[src/serial_port_regs.svh]
// Constants of the asynchronous serial port, frame modes 1 to 3
`ifndef SERIAL_PORT_REGS_SVH
`define SERIAL_PORT_REGS_SVH

// Frame mode codes on the mode input
`define MODE_SYNC 2'h0
`define MODE_8BIT 2'h1
`define MODE_9BIT_FIXED 2'h2
`define MODE_9BIT_VAR 2'h3

// Divide-by-16 counter
`define DIV_LAST 4'hf
`define DIV_RESET 4'h0
`define SAMPLE_FIRST 4'h7
`define SAMPLE_MID 4'h8
`define SAMPLE_LAST 4'h9

// Shift register values
`define RX_SHIFT_INIT 9'h1ff
`define TX_END_MARK 8'h01

// Reset values
`define DATA_BUF_RESET 8'h00
`define RXD_SYNC_RESET 3'h7

`endif

[src/serial_port_pkg.sv]
// Types shared by the asynchronous serial port
package serial_port_pkg;

  typedef enum logic [1:0] {
    TX_IDLE,
    TX_START,
    TX_DATA
  } tx_state_t;

  typedef enum logic [1:0] {
    RX_HUNT,
    RX_BITS,
    RX_TRAIL
  } rx_state_t;

  typedef struct packed {
    logic [2:0] rxd_sync;
    logic rx_line;
    logic rx_prev;
    logic mode2_phase;
    logic [3:0] tx_div;
    logic tx_req;
    tx_state_t tx_state;
    logic [8:0] tx_shift;
    logic tx_shifted;
    logic txd;
    logic [3:0] rx_div;
    rx_state_t rx_state;
    logic [8:0] rx_shift;
    logic [2:0] rx_votes;
    logic [7:0] data_buf;
    logic rx_ninth;
    logic tx_done;
    logic rx_done;
    logic frame_lost;
  } port_state_t;

endpackage

[src/async_serial_port.sv]
// Asynchronous serial port, frame modes 1, 2 and 3
`timescale 1ns/100ps
`default_nettype none
`include "serial_port_regs.svh"

module async_serial_port (
  // Clock and reset
  input wire logic clk_i,
  input wire logic sys_rst_i,

  // Configuration
  input wire logic [1:0] mode_i,
  input wire logic mode2_fast_i,
  input wire logic multiprocessor_filter_bit_i,
  input wire logic transmit_ninth_bit_i,
  input wire logic transmit_clock_source_select_i,
  input wire logic receive_clock_source_select_i,

  // Timer overflow pulses, one clock wide
  input wire logic timer1_overflow_i,
  input wire logic timer2_overflow_i,

  // Processor side
  input wire logic buf_wr_i,
  input wire logic [7:0] buf_wdata_i,
  input wire logic transmit_done_clr_i,
  input wire logic receive_done_clr_i,
  output logic [7:0] serial_data_buffer_o,
  output logic received_ninth_bit_o,
  output logic transmit_done_flag_o,
  output logic receive_done_flag_o,
  output logic tx_busy_o,
  output logic rx_busy_o,
  output logic frame_lost_o,

  // Line side
  input wire logic rxd_i,
  output logic txd_o
);

  import serial_port_pkg::*;

  port_state_t state_reg;
  port_state_t state_next;

  logic mode_async;
  logic mode_nine;
  logic mode2_tick;
  logic tx_tick;
  logic rx_tick;
  logic tx_roll;
  logic rx_roll;
  logic rx_bit;
  logic rx_final;
  logic [8:0] rx_shifted;
  logic rx_accept;
  logic tx_set;
  logic rx_set;
  logic tx_load;
  logic tx_at_end;
  logic rx_edge;
  logic rx_false_start;

  // Pick the 16x tick for one direction
  function automatic logic pick_tick(
    input logic [1:0] mode,
    input logic m2_tick,
    input logic use_timer2,
    input logic t1_ovf,
    input logic t2_ovf
  );
    logic tick;
    tick = 1'b0;
    case (mode)
      `MODE_9BIT_FIXED: begin
        tick = m2_tick;
      end
      `MODE_8BIT,
      `MODE_9BIT_VAR: begin
        tick = use_timer2 ? t2_ovf : t1_ovf;
      end
      default: begin
        tick = 1'b0;
      end
    endcase
    return tick;
  endfunction

  // Two of three samples decide the bit
  function automatic logic majority3(input logic [2:0] v);
    return (v[0] & v[1]) | (v[0] & v[2]) | (v[1] & v[2]);
  endfunction

  // Shift right by one, filling the top bit
  function automatic logic [8:0] shift_right(input logic [8:0] v,
                                             input logic fill);
    return {fill, v[8:1]};
  endfunction

  // Mode decode
  assign mode_async = (mode_i != `MODE_SYNC);
  assign mode_nine = (mode_i == `MODE_9BIT_FIXED) ||
                     (mode_i == `MODE_9BIT_VAR);

  // Mode 2 runs the 16x tick at clk/2, or every clock when fast
  assign mode2_tick = mode2_fast_i | state_reg.mode2_phase;

  assign tx_tick = pick_tick(mode_i, mode2_tick,
                             transmit_clock_source_select_i,
                             timer1_overflow_i, timer2_overflow_i);
  assign rx_tick = pick_tick(mode_i, mode2_tick,
                             receive_clock_source_select_i,
                             timer1_overflow_i, timer2_overflow_i);

  // Rollovers of the two divide-by-16 counters
  assign tx_roll = tx_tick && (state_reg.tx_div == `DIV_LAST);
  assign rx_roll = rx_tick && (state_reg.rx_div == `DIV_LAST);

  // Receive bit decision and final-shift detection
  assign rx_bit = majority3(state_reg.rx_votes);
  assign rx_shifted = shift_right(state_reg.rx_shift, rx_bit);
  // Start bit at the far end means this shift takes the last sampled bit of the frame
  assign rx_final = (state_reg.rx_shift[0] == 1'b0);

  // New bit is the stop bit in mode 1, the ninth bit otherwise
  assign rx_accept = !state_reg.rx_done &&
                     (!multiprocessor_filter_bit_i || rx_bit);

  // No double buffer: writes while pending or sending are dropped
  assign tx_load = buf_wr_i && mode_async && !state_reg.tx_req &&
                   (state_reg.tx_state == TX_IDLE);
  // A ninth bit of zero can mimic the marker before the stop is in
  assign tx_at_end = (!mode_nine || state_reg.tx_shifted) &&
                     (state_reg.tx_shift[8:1] == `TX_END_MARK);

  // Falling edge seen at a 16x tick
  assign rx_edge = rx_tick && state_reg.rx_prev &&
                   !state_reg.rx_line;
  // First decision of a frame is the start bit
  assign rx_false_start = (state_reg.rx_shift == `RX_SHIFT_INIT) &&
                          rx_bit;

  always_comb begin
    state_next = state_reg;
    tx_set = 1'b0;
    rx_set = 1'b0;
    state_next.frame_lost = 1'b0;

    // Line synchroniser: a change counts once stages 2 and 3 agree
    // Stage 1 may be metastable, so it never feeds a decision
    state_next.rxd_sync = {state_reg.rxd_sync[1:0], rxd_i};
    if (state_reg.rxd_sync[1] == state_reg.rxd_sync[2]) begin
      state_next.rx_line = state_reg.rxd_sync[2];
    end

    // Mode 2 prescaler
    state_next.mode2_phase = ~state_reg.mode2_phase;

    // Transmit divide-by-16 counter runs free
    if (tx_tick) begin
      state_next.tx_div = state_reg.tx_div + 4'h1;
    end

    // Transmitter
    case (state_reg.tx_state)
      TX_IDLE: begin
        state_next.txd = 1'b1;
        if (tx_load) begin
          state_next.tx_req = 1'b1;
          state_next.tx_shifted = 1'b0;
          if (mode_nine) begin
            state_next.tx_shift = {transmit_ninth_bit_i,
                                   buf_wdata_i};
          end else begin
            state_next.tx_shift = {1'b1, buf_wdata_i};
          end
        end
        // Bit times follow the counter, not the write
        if (state_reg.tx_req && tx_roll) begin
          state_next.tx_req = 1'b0;
          state_next.tx_state = TX_START;
          state_next.txd = 1'b0;
        end
        if (!mode_async) begin
          state_next.tx_req = 1'b0;
        end
      end
      TX_START: begin
        if (tx_roll) begin
          state_next.tx_state = TX_DATA;
          state_next.txd = state_reg.tx_shift[0];
        end
      end
      TX_DATA: begin
        if (tx_roll) begin
          state_next.tx_shifted = 1'b1;
          if (!mode_nine || state_reg.tx_shifted) begin
            state_next.tx_shift = shift_right(state_reg.tx_shift, 1'b0);
          end else begin
            // First shift brings in the stop bit
            state_next.tx_shift = shift_right(state_reg.tx_shift, 1'b1);
          end
          state_next.txd = state_next.tx_shift[0];
          if (tx_at_end) begin
            state_next.tx_state = TX_IDLE;
            state_next.txd = 1'b1;
            tx_set = 1'b1;
          end
        end
      end
      default: begin
        state_next.tx_state = TX_IDLE;
        state_next.txd = 1'b1;
      end
    endcase

    // Leaving the async modes drops any frame in flight
    if (!mode_async) begin
      state_next.tx_state = TX_IDLE;
      state_next.txd = 1'b1;
    end

    // Receive divide-by-16 counter and edge sampling at 16x
    if (rx_tick) begin
      state_next.rx_div = state_reg.rx_div + 4'h1;
      state_next.rx_prev = state_reg.rx_line;
    end

    // Receiver
    case (state_reg.rx_state)
      RX_HUNT: begin
        if (rx_edge) begin
          state_next.rx_div = `DIV_RESET + 4'h1;
          state_next.rx_shift = `RX_SHIFT_INIT;
          state_next.rx_votes = 3'h0;
          state_next.rx_state = RX_BITS;
        end
      end
      RX_BITS: begin
        if (rx_tick) begin
          case (state_reg.rx_div)
            `SAMPLE_FIRST: begin
              state_next.rx_votes[0] = state_reg.rx_line;
            end
            `SAMPLE_MID: begin
              state_next.rx_votes[1] = state_reg.rx_line;
            end
            `SAMPLE_LAST: begin
              state_next.rx_votes[2] = state_reg.rx_line;
            end
            default: begin
              state_next.rx_votes = state_reg.rx_votes;
            end
          endcase
        end
        if (rx_roll) begin
          state_next.rx_shift = rx_shifted;
          if (rx_false_start) begin
            // False start: noise rejected
            state_next.rx_state = RX_HUNT;
            state_next.rx_shift = `RX_SHIFT_INIT;
          end else if (rx_final) begin
            if (rx_accept) begin
              state_next.data_buf = rx_shifted[7:0];
              state_next.rx_ninth = rx_shifted[8];
              rx_set = 1'b1;
            end else begin
              state_next.frame_lost = 1'b1;
            end
            if (mode_nine) begin
              // Stop bit still to come; its value is never used
              state_next.rx_state = RX_TRAIL;
            end else begin
              state_next.rx_state = RX_HUNT;
            end
          end
        end
      end
      RX_TRAIL: begin
        // A low stop bit here must not look like a fresh start edge
        if (rx_roll) begin
          state_next.rx_state = RX_HUNT;
        end
      end
      default: begin
        state_next.rx_state = RX_HUNT;
      end
    endcase

    if (!mode_async) begin
      state_next.rx_state = RX_HUNT;
    end

    // Done flags: a set in the clearing cycle wins
    if (tx_set) begin
      state_next.tx_done = 1'b1;
    end else if (transmit_done_clr_i) begin
      state_next.tx_done = 1'b0;
    end
    if (rx_set) begin
      state_next.rx_done = 1'b1;
    end else if (receive_done_clr_i) begin
      state_next.rx_done = 1'b0;
    end
  end

  always_ff @(posedge clk_i) begin
    if (sys_rst_i) begin
      state_reg.rxd_sync <= `RXD_SYNC_RESET;
      state_reg.rx_line <= 1'b1;
      state_reg.rx_prev <= 1'b1;
      state_reg.mode2_phase <= 1'b0;
      state_reg.tx_div <= `DIV_RESET;
      state_reg.tx_req <= 1'b0;
      state_reg.tx_state <= TX_IDLE;
      state_reg.tx_shift <= `RX_SHIFT_INIT;
      state_reg.tx_shifted <= 1'b0;
      state_reg.txd <= 1'b1;
      state_reg.rx_div <= `DIV_RESET;
      state_reg.rx_state <= RX_HUNT;
      state_reg.rx_shift <= `RX_SHIFT_INIT;
      state_reg.rx_votes <= 3'h0;
      state_reg.data_buf <= `DATA_BUF_RESET;
      state_reg.rx_ninth <= 1'b0;
      state_reg.tx_done <= 1'b0;
      state_reg.rx_done <= 1'b0;
      state_reg.frame_lost <= 1'b0;
    end else begin
      state_reg <= state_next;
    end
  end

  // Outputs, all from flops except the busy decodes
  assign txd_o = state_reg.txd;
  assign serial_data_buffer_o = state_reg.data_buf;
  assign received_ninth_bit_o = state_reg.rx_ninth;
  assign transmit_done_flag_o = state_reg.tx_done;
  assign receive_done_flag_o = state_reg.rx_done;
  assign frame_lost_o = state_reg.frame_lost;
  assign tx_busy_o = state_reg.tx_req || (state_reg.tx_state != TX_IDLE);
  assign rx_busy_o = (state_reg.rx_state != RX_HUNT);

endmodule // async_serial_port

`default_nettype wire

[config.mk]
export PLATFORM = sky130hd
export DESIGN_NAME = async_serial_port
export DESIGN_NICKNAME = d
export VERILOG_FILES = /design/src/serial_port_pkg.sv /design/src/async_serial_port.sv
export VERILOG_INCLUDE_DIRS = /design/src
export SDC_FILE = /design/constraint.sdc
export NUM_CORES = 1
export LEC_CHECK = 0
export BUFFER_PORTS_ARGS = -buffer_cell sky130_fd_sc_hd__buf_4
export CORE_MARGIN = 2
export CORE_UTILIZATION = 35
export CTS_CLUSTER_SIZE = 14
export DETAILED_ROUTE_END_ITERATION = 12
export GPL_TIMING_DRIVEN = 0
export PLACE_DENSITY = 0.55
export SLEW_MARGIN = 30
export SYNTH_ARGS = -nofsm -noshare
export SYNTH_HDL_FRONTEND = slang
export SYNTH_SLANG_ARGS = --single-unit
[constraint.sdc]
create_clock -name clk_i -period 3.04 [get_ports clk_i]
set_input_delay 0.456 -clock clk_i [delete_from_list [all_inputs] [get_ports clk_i]]
set_output_delay 0.456 -clock clk_i [all_outputs]
set_load 0.02 [all_outputs]
==> summary.md, run 1 <==
| Metric | Value |
|---|---|
| H-tree depth | `2` |
| Synth Cell Area | `2790 um^2` |
| Pins Over Slew Limit | `0` |
| Primary FF master, synth | `dfxtp_1` |
| Clock sinks | `between 50 and 60` |
| CP Max Fanout | `10` |
| FMAX | `about 0.55 GHz` |
| Vias/cell | `~5.3` |
| Post-DR wirelength/cell | `roughly 14 um` |
| Die Y | `93.2 um` |
| Initial Utilization | `36.0%` |
| Clk pin slew, worst setup/hold paths | `0.10 ns` |
| Via count | `between 2000 and 2500` |
| EDFF count, synth | `0` |
| Final layout net count | `between 300 and 400` |
| I/O Buffers | `36` |
| Chip Width | `93.2 um` |
| Hold path startpoint | `rxd_i` |
| Layout area overhead | `18.1%` |
| Antenna Cells | `0` |
| Maximum VDD drop | `0.198 mV` |
| Yosys warns | `0` |
| Final worst slack | `between 1 and 1.5 ns` |
| All-Layer GR Usage | `between 15 and 20%` |
| # setup viols final | `0` |
| Async SR Flop Fraction | `0%` |
| Status | `completed` |
| #FFs+latches synth | `54` |
| Post-cts sizing count | `0` |
| Max_cap viols | `0` |
| GRT overflow | `0` |
| Crit-path cells | `ha_1 > nand3_1 > nor3_2 > nand4_1 > a21oi_1` |
| DPL Wire Length | `between 4000 and 5000 um` |
| Max reg flops | `31` |
| Clock Path Buffers | `2` |
| CTS tree | `done` |
| Clock skew | `0.00853 ns` |
| DIE AREA | `between 8000 and 9000 um^2` |
| DRC | `0` |
| ANT nets after route | `0` |
| CP startpoint | `state_reg[26]` |
| Type of the tightest min-delay check | `in2reg` |
| Slowest stage cell on the critical path | `nor3_2` |
| Reg-to-reg startpoint | `state_reg[26]` |
| GP Congestion | `approximately 0.85` |
| CP required | `~3.3 ns` |
| First-pass iteration count of the detailed router | `4` |
| Fin crit share | `60.2%` |
| Root Driver | `clkbuf_8` |
| CP endpoint | `serial_data_buffer_o[4]` |
| Worst Path Arrival | `around 2.1 ns` |
| Clock latency on the worst-skew pair | `between 0.3 and 0.4 ns` |
| Startpoint types | `flop` |
| Vias in the first global route | `~2300` |
| Worst R2R End | `serial_data_buffer_o[4]` |
| Drt first-iter violations | `about 130` |
| Register area share after synthesis | `~39%` |
| Largest net degree at the start of global routing | `16` |
| Netlist cell types | `57` |
| Post-DP Area | `between 3000 and 4000 um^2` |
| Synthesized area per cell | `8.96 um^2` |
| Final hold vios | `0` |
| CP Capture Type | `flop` |
| R2r setup slk | `around 1.2 ns` |
| Max incr delay on CP | `around 0.52 ns` |
| Min Tclk post-route | `1.83 ns` |
| Post-synth net total | `about 340` |
| Post-CTS setup buffer count | `0` |
| # hold bufs at CTS | `0` |
| Worst Tran Pin Value | `around 0.66 ns` |
| # IOs | `38` |
| Worst setup path class | `reg2reg` |
| Worst slack, placed | `approximately 1.2 ns` |
| Fillcell total | `800` |
| PD cells | `approximately 420 nW/um^2` |
| Initial antenna violation count | `0` |
| R2R cell count | `5` |
| Final wirelength | `6580 um` |
| Commonest non-fill, non-tap cells in the layout | `dfxtp_1 (54), buf_4 (45), a21oi_1 (29)` |
| Core Region | `7730 um^2` |
| P_leak | `1.31 nW` |
| RSZ-0062 raised after global routing | `false` |
| Post-Route Setup TNS | `0 ns` |
| First-pass GRT wire length | `11100 um` |
| Post-layout instance area | `3290 um^2` |
| Num CTS Buffers | `5` |
| Rel. slew slack | `55.7%` |
| Share of post-route cells with drive strength above 1 | `between 20 and 25%` |
| Leading cell type in the layout, fill and taps excluded | `dfxtp_1` |
| Row count | `32` |
| Cells after Synth | `311` |
per-layer routing:
metal  track usage [%]  up-vias  wire length, um
li1                  -     1230                -
met3              3.06        4              323
met2              25.9       67             2990
met4              3.92        0               49
met1              21.8     1127             3220
met5                 0        -                0
cell type report:
class                   count  area (um^2)  share of cell area [%]
plain buffers              29          173                    5.25
clock buffers               7         76.3                    2.32
clock inverters             1         30.0                   0.913
inverters                   9         33.8                    1.03
multi-input cells         219         1500                    45.5
flip-flops and latches     54         1080                    32.9
well taps                 102          128                    3.88
repair buffers             36          270                    8.22
power breakdown:
group | switching [mW] | internal (mW)
registers | 0.0160 | 0.726
logic | 0.0886 | 0.0729
clock network | 0.232 | 0.247
total | 0.336 | 1.05
through the flow:
| step | util [%] | instances | power (mW) | hold slack (ns) |
|---|---|---|---|---|
| after floorplan | - | 311 | 0.863 | 0.389 |
| after global placement | 41.2 | 449 | 0.918 | 0.394 |
| after global routing | 42.6 | 457 | 1.45 | 0.332 |
| after CTS | 42.6 | 457 | 1.40 | 0.328 |
| after detailed placement | 41.2 | 449 | 0.919 | 0.394 |
| final | 42.6 | 457 | 1.38 | 0.341 |
synthesized netlist by cell type (all sizes together), types with 3 or more instances:
cell	count	area share (%)
ha	4	1.8
dfxtp	54	39
clkbuf	9	1.2
a21oi	29	5.2
mux2i	20	7.2
nand2	10	1.3
inv	9	1.2
o21ai	11	2.0
nor2	26	3.5
nand2b	6	1.3
or3	6	1.3
buf	20	5.0
nand4	10	2.2
or4	3	0.81
and2	8	1.8
nor4	3	0.67
a31oi	3	0.67
or2	5	1.2
a221oi	9	3.1
nand3	8	1.4
nor2b	3	0.94
nand3b	3	0.81
o31ai	10	2.7
a211oi	10	2.7
and3	3	0.67
nor3	3	0.72
kinds of logic (layout without fill, tap and decap cells):
| group | count (synthesis) | in the layout | share of synthesized area (%) |
|---|---|---|---|
| simple gates | 103 | 103 | 21.3 |
| compound gates | 88 | 88 | 21.9 |
| fa+ha+maj | 5 | 5 | 2.20 |
| buf+inv | 38 | 82 | 7.41 |
| mux | 22 | 22 | 8.00 |
| xor+xnor | 1 | 1 | 0.315 |
| flops | 54 | 54 | 38.8 |
worst max-delay path, delay by kind of cell (launching register included):
| family | cells | cell delay, ns |
|---|---|---|
| compound gates | 1 | 0.17 |
| fa+ha+maj | 1 | 0.27 |
| flops | 1 | 0.41 |
| simple gates | 3 | 0.92 |
how the worst min path moves through the flow:
stage / to / slack, ns / cells after the start
after floorplan: state_next[53] / 0.39 / 1
final: state_next[52] / 0.34 / 2
after global routing: state_next[52] / 0.33 / 2
after global placement: state_next[53] / 0.39 / 1
after detailed placement: state_next[53] / 0.39 / 1
after CTS: state_next[52] / 0.33 / 2
(Power assumes the default switching activity.)
==> run 2, diff against run 1 <==
clock period = 1.7 ns   (was 3.04 ns; I/O delays follow)
==> run 2 against run 1 <==
Net effect: global-route usage hardly changed; non-clock buffer count is 3 higher; critical path type unchanged; worst hold slack worse by 0.20 ns; utilization is 0.91 points higher; design area is 2.1% higher; clock power is 78% higher; power is 79% higher; routed wire length is 1.0% higher; count of clock-buffer cells in the layout stayed put; sequential cell count stayed put; final cell count is 0.66% higher; die area stayed put.
==> summary.md, run 2 (synthesized netlist as in run 1, its figures left out) <==
| Metric | Value |
|---|---|
| Status | `completed` |
| First-pass iteration count of the detailed router | `5 (+1)` |
| Initial antenna violation count | `0 (unchanged)` |
| Worst setup path class | `reg2reg` |
| Core Region | `7730 um^2 (unchanged)` |
| CP startpoint | `state_reg[24]` |
| Final wirelength | `6650 um (+1.0%)` |
| Vias/cell | `5.28 (-0.65%)` |
| Tot Pwr | `2.47 mW (+79%)` |
| GRT overflow | `0 (unchanged)` |
| Maximum VDD drop | `0.335 mV (+69%)` |
| Share of post-route cells with drive strength above 1 | `24.3% (+2.9 points)` |
| Vias in the first global route | `2295 (-0.35%)` |
| H-tree depth | `2 (unchanged)` |
| Post-DR wirelength/cell | `14.5 um (+0.34%)` |
| Commonest non-fill, non-tap cells in the layout | `dfxtp_1 (54), buf_4 (48), a21oi_1 (29)` |
| Levels on crit path | `6 (+1)` |
| R2r setup slk | `0.09 ns (-1.12 ns)` |
| Layout area overhead | `20.6%` |
| Initial Utilization | `36.0% (unchanged)` |
| Leading cell type in the layout, fill and taps excluded | `dfxtp_1` |
| Clock sinks | `54 (unchanged)` |
| # hold bufs at CTS | `0 (unchanged)` |
| Row count | `32 (unchanged)` |
| Fin crit share | `94.8% (+35 points)` |
| R2R cell count | `6 (+1)` |
| All-Layer GR Usage | `15.9% (+0.020 points)` |
| # IOs | `38 (unchanged)` |
| Crit path max-delay family | `buffers and inverters` |
| RSZ-0062 raised after global routing | `true` |
| Post-Route Setup TNS | `0 ns (unchanged)` |
| Crit-path cells | `buf_2 > nor2b_1 > buf_2 > clkbuf_2 > a221oi_1 > mux2i_1` |
| Antenna Cells | `0 (unchanged)` |
| Chip Width | `93.2 um (unchanged)` |
| Final hold vios | `0 (unchanged)` |
| Slowest stage cell on the critical path | `a221oi_1` |
| ANT nets after route | `0 (unchanged)` |
| Max incr delay on CP | `0.39 ns (-0.13 ns)` |
| FMAX | `0.620 GHz (+14%)` |
| DPL Wire Length | `4680 um (unchanged)` |
| Clk pin slew, worst setup/hold paths | `0.10 ns (about the same)` |
| Rel. slew slack | `58.5% (+2.7 points)` |
| GP Congestion | `0.852 (unchanged)` |
| Largest net degree at the start of global routing | `16 (unchanged)` |
| Pins Over Slew Limit | `0 (unchanged)` |
| Clock skew | `0.00758 ns (-0.000949 ns)` |
| Drt first-iter violations | `88 (-33%)` |
| Startpoint types | `flop` |
| Clock Path Buffers | `2 (unchanged)` |
| # setup viols final | `0 (unchanged)` |
| Worst path bufs/invs | `3 (+3)` |
| Fillcell total | `798 (-0.25%)` |
| Die Y | `93.2 um (unchanged)` |
| CP required | `1.89 ns (-1.39 ns)` |
| Clock latency on the worst-skew pair | `0.30 ns (about the same)` |
| Min Tclk post-route | `1.61 ns (-0.218 ns)` |
| CP Capture Type | `flop` |
| Worst Tran Pin Value | `0.623 ns (-0.0364 ns)` |
| Fin util | `43.5% (+0.91 points)` |
| I/O Buffers | `36 (unchanged)` |
| Worst Path Arrival | `1.80 ns (-0.27 ns)` |
| DRC | `0 (unchanged)` |
| PD cells | `736 nW/um^2 (+75%)` |
| Max_cap viols | `0 (unchanged)` |
| CP endpoint | `rx_shifted[2]` |
| Type of the tightest min-delay check | `in2reg` |
| First-pass GRT wire length | `11200 um (+0.25%)` |
| DIE AREA | `8690 um^2 (unchanged)` |
| Max reg flops | `31 (unchanged)` |
| Final layout net count | `384 (+0.79%)` |
| P_leak | `1.34 nW (+3.0%)` |
| Num CTS Buffers | `5 (unchanged)` |
| Reg-to-reg startpoint | `state_reg[24]` |
| Root Driver | `clkbuf_8` |
| Via count | `2428 (unchanged)` |
| Worst R2R End | `rx_shifted[2]` |
| Most used cell along the critical path | `buf_2` |
| CTS tree | `done` |
| CP Max Fanout | `10 (unchanged)` |
## run 2: how the worst min path moves through the flow
stage                         startpoint  slack [ns]  cells after the start              to
final                              rxd_i        0.14                      2  state_next[52]
after global routing               rxd_i        0.13                      2  state_next[52]
after CTS                          rxd_i        0.13                      2  state_next[52]
after detailed placement  state_next[52]        0.39                      1  state_next[53]
after global placement    state_next[52]        0.39                      1  state_next[53]
after floorplan                    rxd_i        0.36                      1  state_next[52]
## run 2: layout make-up
| class | count | area, um^2 | share of cell area [%] |
|---|---|---|---|
| Inverter | 9 | 33.8 | 1.01 |
| Multi-Input combinational cell | 219 | 1540 | 45.9 |
| Buffer | 29 | 176 | 5.25 |
| Sequential cell | 54 | 1080 | 32.2 |
| Clock buffer | 7 | 76.3 | 2.27 |
| Tap cell | 102 | 128 | 3.80 |
| Clock inverter | 1 | 30.0 | 0.894 |
| Timing Repair Buffer | 39 | 293 | 8.72 |
## run 2: timing repair
action / in CTS / in global routing
resized for setup: 2 / 10
cloned: 0 / 0
pin swaps: 1 / 2
buffers inserted: 0 / 3
endpoints found under the setup margin: 10 / 24
## run 2: report_power, final
group	internal, mW	switching, mW
Sequential	1.30	0.0292
Clock	0.442	0.413
Combinational	0.133	0.160
## run 2: per-stage QoR
stage               setup WS, ns  hold WS (ns)  cells  cell area [um^2]
detailed placement        -0.114         0.394    449              3180
CTS                       0.0175         0.127    457              3300
floorplan                  0.212         0.359    311              2790
global placement         -0.0909         0.394    449              3180
finish                    0.0876         0.140    460              3360
global route            -0.00243         0.130    460              3360
## run 2: per-layer routing
layer	vias to the layer above	track usage, %	part of all wire, %
met5	-	0	0
met4	0	3.92	0.45
met3	2	3.06	4.3
met2	46	25.6	46
met1	1145	22.1	49
li1	1235	-	-
==> run 3, diff against run 2 <==
REMOVE_ABC_BUFFERS = 1   (was unset)
==> run 3 against run 2 <==
Net effect: die area is the same; critical path depth fell by 1; register-to-register slack gained 0.04 ns; combinational power is 4% lower; count of clock-buffer cells in the layout is 2 lower; worst hold slack got worse by 0.018 ns; critical path type unchanged.
==> summary.md, run 3 (synthesized netlist as in run 1, its figures left out) <==
| Metric | Value |
|---|---|
| Max_cap viols | `0 (unchanged)` |
| Largest net degree at the start of global routing | `68 (+52)` |
| Chip Width | `93.2 um (unchanged)` |
| Via count | `2392 (-1.5%)` |
| Worst setup path class | `reg2reg` |
| CP Capture Type | `flop` |
| Core Region | `7730 um^2 (unchanged)` |
| DRC | `0 (unchanged)` |
| All-Layer GR Usage | `14.1% (-1.8 points)` |
| Die Y | `93.2 um (unchanged)` |
| Sw Pwr | `641 uW (+6.5%)` |
| Rel. slew slack | `54.6% (-3.8 points)` |
| CP startpoint | `state_reg[27]` |
| Layout area overhead | `18.1%` |
| Antenna Cells | `0 (unchanged)` |
| CTS tree | `done` |
| Worst Tran Pin Value | `0.680 ns (+0.0573 ns)` |
| H-tree depth | `2 (unchanged)` |
| Share of post-route cells with drive strength above 1 | `24.3% (-0.050 points)` |
| First-pass GRT wire length | `10100 um (-10%)` |
| # setup viols final | `0 (unchanged)` |
| Reg-to-reg startpoint | `state_reg[27]` |
| Status | `completed` |
| CP Max Fanout | `9 (-1)` |
| # hold bufs at CTS | `0 (unchanged)` |
| Final hold vios | `0 (unchanged)` |
| Post-DR wirelength/cell | `14.8 um (+2.7%)` |
| Startpoint types | `flop` |
| Vias in the first global route | `2092 (-8.8%)` |
| First-pass iteration count of the detailed router | `4 (-1)` |
| Clk pin slew, worst setup/hold paths | `0.10 ns (about the same)` |
| RSZ-0062 raised after global routing | `false` |
| ANT nets after route | `0 (unchanged)` |
| Clock power share | `35.8% (+1.3 points)` |
| Commonest non-fill, non-tap cells in the layout | `dfxtp_1 (53), buf_4 (42), a21oi_1 (29)` |
| Maximum VDD drop | `0.297 mV (-11%)` |
| GP Congestion | `0.752 (-12%)` |
| I/O Buffers | `37 (+2.8%)` |
| Worst Path Arrival | `1.77 ns (-0.03 ns)` |
| Final wirelength | `6470 um (-2.7%)` |
| Internal | `1.86 mW (-0.62%)` |
| Final layout net count | `360 (-6.3%)` |
| Clock sinks | `54 (unchanged)` |
| Leading cell type in the layout, fill and taps excluded | `dfxtp_1` |
| Num CTS Buffers | `5 (unchanged)` |
| Clock skew | `0.0114 ns (+0.00382 ns)` |
| Pins Over Slew Limit | `0 (unchanged)` |
| DPL Wire Length | `3920 um (-16%)` |
| # IOs | `38 (unchanged)` |
| Worst slack, placed | `-0.379 ns (-0.265 ns)` |
| Max reg flops | `31 (unchanged)` |
| Initial Utilization | `36.0% (unchanged)` |
| Reg power frac | `53.0% (-0.6 points)` |
| Final worst slack | `0.127 ns (+0.0398 ns)` |
| Min Tclk post-route | `1.57 ns (-0.0398 ns)` |
| Gate power share | `11.2% (-0.6 points)` |
| CP required | `1.90 ns (about the same)` |
| Vias/cell | `5.49 (+3.9%)` |
| Drt first-iter violations | `182 (+110%)` |
| Initial antenna violation count | `0 (unchanged)` |
| Fin crit share | `92.5% (-2.3 points)` |
| Clock latency on the worst-skew pair | `0.32 ns (+0.02 ns)` |
| Fin cells | `436 (-5.2%)` |
| Type of the tightest min-delay check | `in2reg` |
| Dpl cells | `421 (-6.2%)` |
| Row count | `32 (unchanged)` |
| GRT overflow | `0 (unchanged)` |
| PD cells | `760 nW/um^2 (+3.2%)` |
| Root Driver | `clkbuf_8` |
| DIE AREA | `8690 um^2 (unchanged)` |
| P_leak | `1.29 nW (-4.3%)` |
| FMAX | `0.636 GHz (+2.5%)` |
| Clock Path Buffers | `2 (unchanged)` |
| Sw frac | `25.6% (+1.3 points)` |
| Final hold slack | `0.122 ns (-0.0184 ns)` |
| Hold path startpoint | `rxd_i` |
run 3: critical path, stage by stage, from the launching register on:
cell     delay, ns
dfxtp_1       0.41
ha_2          0.27
nand3_4       0.16
mux2i_2       0.25
nand3_4       0.20
mux2i_1       0.16
run 3: area by class of cell:
cell class | instances | area, um^2
repair buffers | 42 | 315
clock inverters | 3 | 45.0
clock buffers | 5 | 68.8
multi-input cells | 221 | 1620
fillers | 772 | 4440
inverters | 9 | 33.8
flip-flops and latches | 54 | 1080
well taps | 102 | 128
run 3: what timing repair did:
item                       in CTS  in global routing
gates resized for setup         7                 14
cloned                          0                  2
setup buffers                   5                  0
setup endpoints to repair      32                 36
pin swaps                       2                  2
run 3: metal layers:
| metal | up-vias | global-route usage (%) | share of wire (%) |
|---|---|---|---|
| li1 | 1201 | - | - |
| met1 | 1132 | 19.8 | 50 |
| met2 | 52 | 21.7 | 44 |
| met3 | 7 | 3.14 | 4.2 |
| met4 | 0 | 4.29 | 1.0 |
| met5 | - | 0 | 0 |
run 3: path summary, 6_finish.rpt:
kind,to,slack [ns],cells past startpoint
worst max-delay path,rx_shifted[0],0.13,5
worst min-delay path,state_next[52],0.12,2
worst max register to register,rx_shifted[0],0.13,5
worst min register to register,state_next[53],0.42,1
run 3: through the flow:
step                power [mW]  area [um^2]  setup TNS (ns)  util, %
global route              2.60         3290               0     42.6
CTS                       2.51         3210               0     41.5
global placement          1.61         3020          -17.55     39.1
floorplan                 1.50         2610           -2.58        -
detailed placement        1.61         3020           -9.60     39.1
finish                    2.50         3290               0     42.6
run 3: power groups by stage:
stage	Clock (mW)	Sequential [mW]	Combinational, mW
after floorplan	0	1.35	0.153
after global placement	0	1.35	0.252
after detailed placement	0	1.36	0.255
after CTS	0.918	1.33	0.265
after global routing	0.959	1.33	0.309
final	0.895	1.33	0.280
